`src/logic/tsp_pkg.sv`:
```
// Purpose: Constants and carrier types for the timing pin I/O block
// Assumes: One 40 MHz core clock, synchronous active-low reset
// Notes:   Pin index constants name which internal signal each function pin carries
// Overview of operation
// - One conversion pulse per conversion when enabled
// - Conversion pulse rising edge frees the input
// - Software-controlled strobe output level
// - Pin zero input: timing input or analog trigger
// - Pin zero drives first trigger in posttrigger
// - First trigger rise starts pretrigger conversions
// - Pin one drives second trigger in pretrigger
// - Second trigger idle in posttrigger-only mode
// - Pin two drives active-low convert strobe
// - Pins three, eight echo counter sources
// - Pins four, nine echo counter gates
// - Dedicated pins carry both counter outputs
// - Pin five drives active-low update strobe
// - Pin six drives waveform start trigger
// - Pin seven pulses at each scan start
// - Scan pulse rise follows scan start by one cycle
// - Dedicated pin carries frequency generator output
// - Input-configured pins accept external timing signals
// - Digital lines six, seven steer count direction
package tsp_pkg;

    localparam int unsigned NUM_PINS = 10;

    // Function pin positions
    localparam int unsigned PIN_FIRST_TRIG  = 0;
    localparam int unsigned PIN_SECOND_TRIG = 1;
    localparam int unsigned PIN_CONVERT     = 2;
    localparam int unsigned PIN_B_SOURCE    = 3;
    localparam int unsigned PIN_B_GATE      = 4;
    localparam int unsigned PIN_UPDATE      = 5;
    localparam int unsigned PIN_WAVE_TRIG   = 6;
    localparam int unsigned PIN_SCAN_BEGIN  = 7;
    localparam int unsigned PIN_A_SOURCE    = 8;
    localparam int unsigned PIN_A_GATE      = 9;

    // Reset levels of outward signals
    localparam logic       IDLE_HIGH = 1'b1;
    localparam logic       IDLE_LOW  = 1'b0;
    localparam logic [9:0] PINS_ZERO = 10'h000;
    localparam logic [9:0] PINS_ONES = 10'h3FF;
    // Active-low strobes idle high: convert (bit 2) and update (bit 5)
    localparam logic [9:0] PINS_IDLE = 10'h024;

    // Internal timing signals from the engines
    typedef struct packed {
        logic first_trigger;
        logic second_trigger;
        logic convert_n;
        logic update_n;
        logic waveform_start_trigger;
        logic scan_begin_pulse;
        logic conversion_pulse;
        logic counter_a_source;
        logic counter_a_gate;
        logic counter_a_output;
        logic counter_b_source;
        logic counter_b_gate;
        logic counter_b_output;
        logic freq_generator_output;
    } tsp_internal_t;

    // Mode and enable settings from the owning logic
    typedef struct packed {
        logic [9:0] pin_drive;
        logic       conversion_pulse_en;
        logic       pretrigger_mode;
        logic       software_strobe_level;
        logic       pin_zero_analog_trig;
    } tsp_config_t;

    // Dedicated output pins
    typedef struct packed {
        logic conversion_pulse_out;
        logic software_strobe_n;
        logic counter_a_output;
        logic counter_b_output;
        logic freq_generator_output;
    } tsp_dedicated_t;

    // Externally received timing signals toward the engines
    typedef struct packed {
        logic [9:0] pin_timing_in;
        logic       analog_trig_source;
        logic       counter_a_up;
        logic       counter_b_up;
    } tsp_received_t;

    // Whole module state
    typedef struct packed {
        logic [9:0]     pin_s1;
        logic [9:0]     pin_s2;
        logic [9:0]     pin_s3;
        logic [9:0]     pin_in;
        logic [1:0]     dio_s1;
        logic [1:0]     dio_s2;
        logic [1:0]     dio_s3;
        logic [1:0]     dio_in;
        logic [9:0]     pin_out;
        logic [9:0]     pin_oe_n;
        tsp_dedicated_t ded;
    } tsp_state_t;

endpackage : tsp_pkg

```
`src/logic/tsp_timing_pins.sv`:
```
// Purpose: Routes internal timing signals to the function pins and receives external ones
// Assumes: Engine signals are synchronous to core_clk_i; pins and digital lines are not
// Notes:   Every pin output is registered, adding one cycle of latency to all edges
`timescale 1ns/10ps
`default_nettype none
module tsp_timing_pins
    import tsp_pkg::*;
(
    // Clock and reset
    input  wire logic           core_clk_i,
    input  wire logic           rst_n_i,
    // Engine side
    input  var  tsp_internal_t  internal_i,
    input  var  tsp_config_t    config_i,
    output var  tsp_received_t  received_o,
    // Function pins, three-signal form
    input  wire logic [9:0]     pin_in_i,
    output logic      [9:0]     pin_out_o,
    output logic      [9:0]     pin_oe_n_o,
    // Digital lines six and seven
    input  wire logic           digital_line_six_i,
    input  wire logic           digital_line_seven_i,
    // Dedicated output pins
    output var  tsp_dedicated_t dedicated_o
);

    tsp_state_t state_r;
    tsp_state_t state_nxt;
    logic [9:0] route;

    // Glitch filter: a new level counts only once the later two sync stages agree
    function automatic logic sync_agree(input logic held, input logic s2, input logic s3);
        sync_agree = (s2 == s3) ? s3 : held;
    endfunction : sync_agree

    // Internal signal assigned to each function pin
    always_comb begin
        route                  = PINS_ZERO;
        route[PIN_FIRST_TRIG]  = internal_i.first_trigger;
        // Second trigger only carries events in pretrigger runs
        route[PIN_SECOND_TRIG] = internal_i.second_trigger & config_i.pretrigger_mode;
        route[PIN_CONVERT]     = internal_i.convert_n;
        route[PIN_B_SOURCE]    = internal_i.counter_b_source;
        route[PIN_B_GATE]      = internal_i.counter_b_gate;
        route[PIN_UPDATE]      = internal_i.update_n;
        route[PIN_WAVE_TRIG]   = internal_i.waveform_start_trigger;
        // Passed straight to the pin register, so its rise follows the scan start by one cycle
        route[PIN_SCAN_BEGIN]  = internal_i.scan_begin_pulse;
        route[PIN_A_SOURCE]    = internal_i.counter_a_source;
        route[PIN_A_GATE]      = internal_i.counter_a_gate;
    end

    // Next-state: synchronisers, pin drive and dedicated outputs
    always_comb begin
        state_nxt        = state_r;
        state_nxt.pin_s1 = pin_in_i;
        state_nxt.pin_s2 = state_r.pin_s1;
        state_nxt.pin_s3 = state_r.pin_s2;
        // Accept a change only when the second and third stages agree, filtering a one-cycle glitch
        for (int i = 0; i < NUM_PINS; i++) begin
            state_nxt.pin_in[i] = sync_agree(state_r.pin_in[i], state_r.pin_s2[i],
                                             state_r.pin_s3[i]);
        end
        state_nxt.dio_s1 = {digital_line_seven_i, digital_line_six_i};
        state_nxt.dio_s2 = state_r.dio_s1;
        state_nxt.dio_s3 = state_r.dio_s2;
        for (int j = 0; j < 2; j++) begin
            state_nxt.dio_in[j] = sync_agree(state_r.dio_in[j], state_r.dio_s2[j],
                                             state_r.dio_s3[j]);
        end
        // Undriven pins still register the routed value so a turn-on shows no stale level
        state_nxt.pin_out  = route;
        state_nxt.pin_oe_n = ~config_i.pin_drive;
        state_nxt.ded.conversion_pulse_out  = internal_i.conversion_pulse
                                            & config_i.conversion_pulse_en;
        state_nxt.ded.software_strobe_n     = ~config_i.software_strobe_level;
        state_nxt.ded.counter_a_output      = internal_i.counter_a_output;
        state_nxt.ded.counter_b_output      = internal_i.counter_b_output;
        state_nxt.ded.freq_generator_output = internal_i.freq_generator_output;
    end

    // State register with synchronous reset
    always_ff @(posedge core_clk_i) begin
        if (!rst_n_i) begin
            state_r.pin_s1   <= PINS_ONES;
            state_r.pin_s2   <= PINS_ONES;
            state_r.pin_s3   <= PINS_ONES;
            state_r.pin_in   <= PINS_ONES;
            state_r.dio_s1   <= 2'h0;
            state_r.dio_s2   <= 2'h0;
            state_r.dio_s3   <= 2'h0;
            state_r.dio_in   <= 2'h0;
            state_r.pin_out  <= PINS_IDLE;
            state_r.pin_oe_n <= PINS_ONES;
            state_r.ded.conversion_pulse_out  <= IDLE_LOW;
            state_r.ded.software_strobe_n     <= IDLE_HIGH;
            state_r.ded.counter_a_output      <= IDLE_LOW;
            state_r.ded.counter_b_output      <= IDLE_LOW;
            state_r.ded.freq_generator_output <= IDLE_LOW;
        end else begin
            state_r <= state_nxt;
        end
    end

    // Outputs straight from flip-flops
    assign pin_out_o   = state_r.pin_out;
    assign pin_oe_n_o  = state_r.pin_oe_n;
    assign dedicated_o = state_r.ded;

    // Received signals; a pin the module drives reports nothing external
    always_comb begin
        received_o.pin_timing_in      = state_r.pin_in & state_r.pin_oe_n;
        received_o.analog_trig_source = state_r.pin_in[PIN_FIRST_TRIG] & state_r.pin_oe_n[PIN_FIRST_TRIG]
                                      & config_i.pin_zero_analog_trig;
        received_o.counter_a_up       = state_r.dio_in[0];
        received_o.counter_b_up       = state_r.dio_in[1];
    end

endmodule : tsp_timing_pins
`default_nettype wire

```
`config.mk`:
```
export PLATFORM = sky130hd
export DESIGN_NAME = tsp_timing_pins
export DESIGN_NICKNAME = d
export VERILOG_FILES = /design/src/logic/tsp_pkg.sv /design/src/logic/tsp_timing_pins.sv
export SDC_FILE = /design/constraint.sdc
export NUM_CORES = 1
export LEC_CHECK = 0
export ABC_CLOCK_PERIOD_IN_PS = 800
export BUFFER_PORTS_ARGS = -buffer_cell sky130_fd_sc_hd__buf_2
export CORE_AREA = 2 2 73 75
export DETAILED_ROUTE_END_ITERATION = 6
export DIE_AREA = 0 0 75 77
export PLACE_DENSITY = 0.75
export REMOVE_ABC_BUFFERS = 1
export SETUP_SLACK_MARGIN = 0.2
export SYNTH_ARGS = -nofsm -noshare
export SYNTH_HDL_FRONTEND = slang
export SYNTH_SLANG_ARGS = --single-unit
```
`constraint.sdc`:
```
create_clock -name core_clk_i -period 0.8 [get_ports core_clk_i]
set_input_delay 0 -clock core_clk_i [delete_from_list [all_inputs] [get_ports core_clk_i]]
set_output_delay 0 -clock core_clk_i [all_outputs]
set_load 0.05 [all_outputs]
```
Word level (Yosys, flattened, before mapping)
Index checks and enable logic that the tools add are counted.

Equality and inequality tests: 12. Bitwise operators: 7.

Operators by type and width (count): $eq 1x1->1 (12); $and 10x10->10 (1); $not 10->10 (1); $and 1x1->1 (4); $not 1->1 (1).

Register bits: 73. Input port bits: 42. Output and inout bits: 38.

Depth between registers and ports, before layout
Gate-level depths: netlist (run 1).

Depth in word-level cells: 2. Depth in mapped cells: 3.

Least setup slack after synthesis (run 1)
OpenSTA, ideal clock, no wires.

Kind: reg-to-output. Start: register state_r[33] (netlist bit). End: output port received_o[2] (netlist bit). Arrival: 783 ps. Slack: 17 ps. Stages on the path, launching flop included: 2. Buffers on the path: 0. Path through: dfxtp_1 -> and3_1.

RTL lines: start, declared (RTL line tsp_timing_pins.sv:27) `tsp_state_t state_r;`; start signal, assigned (RTL line tsp_timing_pins.sv:101) `state_r <= state_nxt;`; end, declared (RTL line tsp_timing_pins.sv:15) `output var tsp_received_t received_o,`.

==> metrics, run 1 <==
clock tree buffer depth=2; unrepaired setup endpoints after global routing=yes; Max Clock Skew=approximately 0.0036 ns; vias per cell=4.38; diode count=0; slowest library cell on the worst path=sky130_fd_sc_hd__dfxtp_2; largest voltage drop on the vdd net=0.00146 V; CTS Root Buffer Type=sky130_fd_sc_hd__clkbuf_8; horizontal die dimension=75 um; overall track demand over capacity in global routing=about 18%; Final nets=between 300 and 400; number of endpoints failing setup at the final stage=44; summed instance area of the synthesized netlist=around 0.0023 mm2; start of the worst register-to-register path=state_r[33]; antenna viol nets, final=0; via count of the first global-routing pass=1760; fin cells=about 410; signal arrival time at the worst endpoint=1.03 ns; number of fill cells in the layout=approximately 280; largest net degree at the start of global routing=43; Setup CP Type=register to output port; clock slew at reported path FFs=0.07 ns; Warnings, synthesis=0; count of placed standard cells including taps=between 300 and 400; number of hold-slack violations in the final timing report=1; required time reported for the critical path endpoint=0.80 ns; clock tree from TritonCTS=done; min-delay src=pin_in_i[9]; sequential cell area fraction in the yosys report=a little over three fifths; DR iter-0 viols=85; most common cell after layout, fill and taps aside=sky130_fd_sc_hd__dfxtp_2; H-tree levels=3; floorplan die area=between 0.005 and 0.006 mm2; gpl congestion=0.627; cells taking the most area after synthesis=sky130_fd_sc_hd__dfxtp_1, sky130_fd_sc_hd__buf_4, sky130_fd_sc_hd__nand2b_1; outcome=finished, violations left; Initial Util=~47%; crit-path leading delay family=flip-flops; Synth Area per Inst=~11 um2; terminating pin of the worst hold path=state_nxt[62]; highest-count cells in the layout ignoring fill and taps=sky130_fd_sc_hd__dfxtp_2, sky130_fd_sc_hd__buf_2, sky130_fd_sc_hd__dlygate4sd3_1, sky130_fd_sc_hd__buf_8; total iterations of the first detailed-routing run=4; total clock buffers created by CTS=9; measured slew at the worst slew-check pin=roughly 0.18 ns; cell taking the most area after synthesis=sky130_fd_sc_hd__dfxtp_1; port bufs=between 70 and 80; # clock sinks=between 70 and 80; total power density per cell area=1950 mW/mm2; slowest cell delay on critical path=between 0.3 and 0.4 ns; setup slack of the critical path after layout=-0.228 ns; Wirelength per Cell=about 13 um; sequential standard cell area=0.00152 mm2; endpoint type of the worst setup path=output port; final clock period utilization by the worst path=129%; post-detailed-routing wire length=between 5000 and 6000 um; summed negative setup slack over all endpoints=-3.41 ns; GRT overflow=0; total number of vias=1787; layout cells sized above 1=between 50% and 60%; cell leakage power=roughly 1.7 nW; chain of cells forming the critical path=and3_4, buf_8; Detailed Place HPWL=around 2200 um; worst-case hold slack=-0.156 ns; hold crit path type=primary input to register; CORE AREA=between 0.004 and 0.005 mm2; top-level I/O count=80; area occupied by multi-input gates=about 710 um2; hold path cells=2; Max Cap Viol=0; initial antenna violation count=0; area share of the largest cell type after synthesis=a little over three fifths; WP buf/inv=1; unique cell type count in the Yosys netlist=16; Die Span Y=approximately 77 um; violated checks=negative hold slack, negative setup slack; cell row count=26; maximum fanout along the worst path=3; final period demand of the worst path=approximately 1.0 ns; worst-case register-to-register setup slack=-0.08 ns; Worst Reg-to-Reg Cells=4; type of element launching the critical path=register; number of standard cells after synthesis=215; Max Slew Vio Count=0; Reg-to-Reg End=state_r[33]; area growth from synthesis to final layout=69.2%; worst skew pair latency=0.33 ns; global-route wire length before repair=between 7000 and 8000 um; relative max-transition margin=roughly nine tenths; CTS Hold Bufs=38; Achievable Freq=about 970 MHz; Post-route DRC=0; flop and latch count out of synthesis=between 70 and 80
## per-stage QoR
step | util [%] | worst slack, ns | total power, mW | hold slack, ns | instance area, um2
4_1_cts | 74.1 | -0.211 | 7.65 | -0.179 | 3690
2_1_floorplan | - | -0.362 | 4.35 | 0.0619 | 2070
5_1_grt | 79.1 | -0.265 | 8.02 | -0.174 | 3940
6_report | 79.1 | -0.228 | 7.68 | -0.156 | 3940
3_5_place_dp | 52.1 | 0.0644 | 4.62 | 0.164 | 2590
3_3_place_gp | 52.1 | 0.0825 | 4.61 | 0.160 | 2590
## state kept, by name, indices dropped and copies added (netlist names)
register	count
pin_oe_n_o	10
state_r	22
pin_out_o	10
dedicated_o	5
state_nxt	24
received_o	2
## final cells by class
| cell class | instances | area share, % |
|---|---|---|
| clock buffer | 11 | 3.34 |
| timing repair buffer | 142 | 36.6 |
| clock inverter | 4 | 1.14 |
| multi-input combinational | 108 | 18.0 |
| sequential | 73 | 38.7 |
| tap | 70 | 2.22 |
## power breakdown
part	internal [mW]	switching, mW
sequential	3.79	0.0888
combinational	0.607	0.563
clock	1.41	1.23
total	5.80	1.88
## kinds of logic after synthesis
family	synth area share, %
AND/OR/NAND/NOR	20.7
flip-flops	62.8
buffers and inverters	11.2
AO/OA/AOI/OAI	5.37
## how the worst max path moves through the flow
| stage | startpoint | end | depth (start not counted) |
|---|---|---|---|
| 2_1_floorplan | pin_oe_n_o[0] | received_o[2] | 1 |
| 3_3_place_gp | state_r[33] | received_o[2] | 2 |
| 3_5_place_dp | state_r[33] | received_o[2] | 2 |
| 4_1_cts | pin_oe_n_o[0] | received_o[2] | 2 |
| 5_1_grt | pin_oe_n_o[0] | received_o[2] | 2 |
| 6_report | state_r[33] | received_o[2] | 2 |
## layer usage
metal	global-route usage, %	up-vias	wire, um
li1	-	881	-
met1	20.3	820	2120
met2	30.8	72	2900
met3	5.65	14	322
met4	10.2	0	145
met5	0	-	0
## repair_timing
item	CTS	global route
endpoints found under the setup margin	53	56
pin swaps	8	14
resized for setup	178	46
buffers inserted	11	12
hold endpoints to repair	37	1
## Yosys cell counts, drive strengths merged
| library cell | instances |
|---|---|
| clkbuf | 2 |
| o21ai | 12 |
| or2b | 4 |
| buf | 32 |
| a21boi | 2 |
| nand2b | 28 |
| nor2 | 10 |
| dfxtp | 73 |
| and3 | 3 |
| and2 | 26 |
| a21oi | 10 |
| nand2 | 13 |
Note: power is estimated with default switching activity, not from simulation.
==> run 2: changes to the inputs <==
--- a/config.mk
+++ b/config.mk
@@ -10,7 +10,7 @@
 export CORE_AREA = 2 2 73 75
 export DETAILED_ROUTE_END_ITERATION = 6
 export DIE_AREA = 0 0 75 77
-export PLACE_DENSITY = 0.75
+export PLACE_DENSITY = 0.82
 export REMOVE_ABC_BUFFERS = 1
 export SETUP_SLACK_MARGIN = 0.2
 export SYNTH_ARGS = -nofsm -noshare
==> metrics, run 2 (synthesis results as in run 1) <==
outcome=finished, violations left (unchanged); violated checks=negative hold slack, negative setup slack (unchanged); unrepaired setup endpoints after global routing=yes (unchanged); GRT overflow=0 (unchanged); Setup CP Type=register to output port (unchanged); start of the worst register-to-register path=state_r[33] (unchanged); Reg-to-Reg End=state_r[33] (unchanged); cell row count=26 (unchanged); met1 track demand over resource=18.7% (was 20.3%); met2 usage in global routing=33.6% (was 30.8%); clock tree from TritonCTS=done (unchanged); worst-case register-to-register setup slack=-0.10 ns (was -0.08 ns); Achievable Freq=992 MHz (was 973 MHz); grt peak-use layer=met2 (unchanged); hold crit path type=primary input to register (unchanged); clock slew at reported path FFs=0.07 ns (about the same); antenna viol nets, final=0 (unchanged); type of element launching the critical path=register (unchanged); largest net degree at the start of global routing=36 (was 43); gpl congestion=0.681 (was 0.627); GR Util met3=6.96% (was 5.65%); global-route wire length before repair=8110 um (was 7830 um); initial antenna violation count=0 (unchanged); Die Span Y=77 um (unchanged); Worst Reg-to-Reg Cells=4 (unchanged); Max Cap Viol=0 (unchanged); measured slew at the worst slew-check pin=0.155 ns (was 0.175 ns); post-detailed-routing wire length=5620 um (was 5480 um); final non-filler cell area=0.00404 mm2 (was 0.00394 mm2); CTS Hold Bufs=38 (unchanged); cell leakage power=1.77 nW (was 1.69 nW); worst-case hold slack=-0.132 ns (was -0.156 ns); chain of cells forming the critical path=and3_4, buf_8 (unchanged); final clock period utilization by the worst path=126% (was 129%); top-level I/O count=80 (unchanged); signal arrival time at the worst endpoint=1.01 ns (was 1.03 ns); maximum fanout along the worst path=3 (unchanged); worst skew pair latency=0.32 ns (was 0.33 ns); total power density per cell area=2140 mW/mm2 (was 1950 mW/mm2); overall track demand over capacity in global routing=18.8% (was 18.5%); CTS Root Buffer Type=sky130_fd_sc_hd__clkbuf_8 (unchanged); # clock sinks=73 (unchanged); H-tree levels=3 (unchanged); highest-count cells in the layout ignoring fill and taps=sky130_fd_sc_hd__dfxtp_2, sky130_fd_sc_hd__buf_2, sky130_fd_sc_hd__buf_8, sky130_fd_sc_hd__dlygate4sd3_1, sky130_fd_sc_hd__dfxtp_1 (was sky130_fd_sc_hd__dfxtp_2, sky130_fd_sc_hd__buf_2, sky130_fd_sc_hd__dlygate4sd3_1, sky130_fd_sc_hd__buf_8); diode count=0 (unchanged); number of endpoints failing setup at the final stage=31 (was 44); total cell area at the placement stage=0.00261 mm2 (was 0.00259 mm2); area growth from synthesis to final layout=73.3% (was 69.2%); terminating pin of the worst hold path=state_nxt[62] (unchanged); clock tree buffer depth=2 (unchanged); Largest register FFs=24 (unchanged); total number of vias=1790 (was 1787); Max Clock Skew=0.00490 ns (was 0.00362 ns); hold path cells=2 (unchanged); port bufs=79 (unchanged); slowest library cell on the worst path=sky130_fd_sc_hd__dfxtp_2 (unchanged); Initial Util=46.8% (unchanged); final period demand of the worst path=1.01 ns (was 1.03 ns); setup slack of the critical path after layout=-0.208 ns (was -0.228 ns); slowest cell delay on critical path=0.36 ns (about the same); CORE AREA=0.00498 mm2 (unchanged); number of hold-slack violations in the final timing report=1 (unchanged); endpoint type of the worst setup path=output port (unchanged); Wirelength per Cell=13.6 um (was 13.4 um); summed negative setup slack over all endpoints=-3.08 ns (was -3.41 ns); total clock buffers created by CTS=9 (unchanged); layout cells sized above 1=58.6% (was 58.9%); most common cell after layout, fill and taps aside=sky130_fd_sc_hd__dfxtp_2 (unchanged); largest voltage drop on the vdd net=0.00173 V (was 0.00146 V); final total power=8.64 mW (was 7.68 mW); Max Slew Vio Count=0 (unchanged); Final nets=380 (was 376); via count of the first global-routing pass=1825 (was 1760); required time reported for the critical path endpoint=0.80 ns (about the same); relative max-transition margin=89.7% (was 88.3%); Detailed Place HPWL=2330 um (was 2220 um); min-delay src=pin_in_i[9] (unchanged); horizontal die dimension=75 um (unchanged); vias per cell=4.33 (was 4.38); total iterations of the first detailed-routing run=4 (unchanged); DR iter-0 viols=44 (was 85); floorplan die area=0.00578 mm2 (unchanged); Post-route DRC=0 (unchanged)
run 2: worst max-delay path by stage:
stage | start | slack [ns] | endpoint | cells past startpoint
detailed placement | state_r[33] | 0.07 | received_o[2] | 2
global route | pin_oe_n_o[0] | -0.25 | received_o[2] | 2
floorplan | pin_oe_n_o[0] | -0.36 | received_o[2] | 1
finish | state_r[33] | -0.21 | received_o[2] | 2
global placement | state_r[33] | 0.08 | received_o[2] | 2
CTS | pin_oe_n_o[0] | -0.18 | received_o[2] | 2
run 2: metal layers:
metal,part of all wire [%],up-vias
met5,0,-
met4,2.3,0
met3,7.0,12
met2,53,69
met1,37,818
li1,-,891
run 2: what timing repair did:
action | 4_1_cts | 5_1_grt
endpoints found under the hold margin | 37 | 1
pin swaps | 10 | 10
gates resized for setup | 173 | 46
endpoints found under the setup margin | 53 | 63
buffers inserted | 10 | 15
run 2: metrics by stage:
| stage | instances | setup slack, ns | utilization [%] |
|---|---|---|---|
| 4_1_cts | 398 | -0.182 | 75.7 |
| 6_report | 413 | -0.208 | 81.1 |
| 3_5_place_dp | 334 | 0.0685 | 52.4 |
| 3_3_place_gp | 334 | 0.0824 | 52.4 |
| 5_1_grt | 413 | -0.246 | 81.1 |
| 2_1_floorplan | 181 | -0.362 | - |
run 2: critical path, delay by kind of cell, from the launching register on:
kind / cells / cell delay, ns
flip-flops: 1 / 0.36
AND/OR/NAND/NOR: 1 / 0.19
buffers and inverters: 1 / 0.14
run 2: where the power goes:
part,switching [mW],internal [mW]
Sequential,0.0844,3.79
Clock,1.25,2.33
Combinational,0.570,0.623
Total,1.90,6.74
run 2: final cells by class:
class | instances | area (um2)
fillers | 265 | 941
repair buffers | 146 | 1470
clock inverters | 4 | 97.6
multi-input cells | 108 | 697
well taps | 70 | 87.6
clock buffers | 12 | 165
flip-flops and latches | 73 | 1520
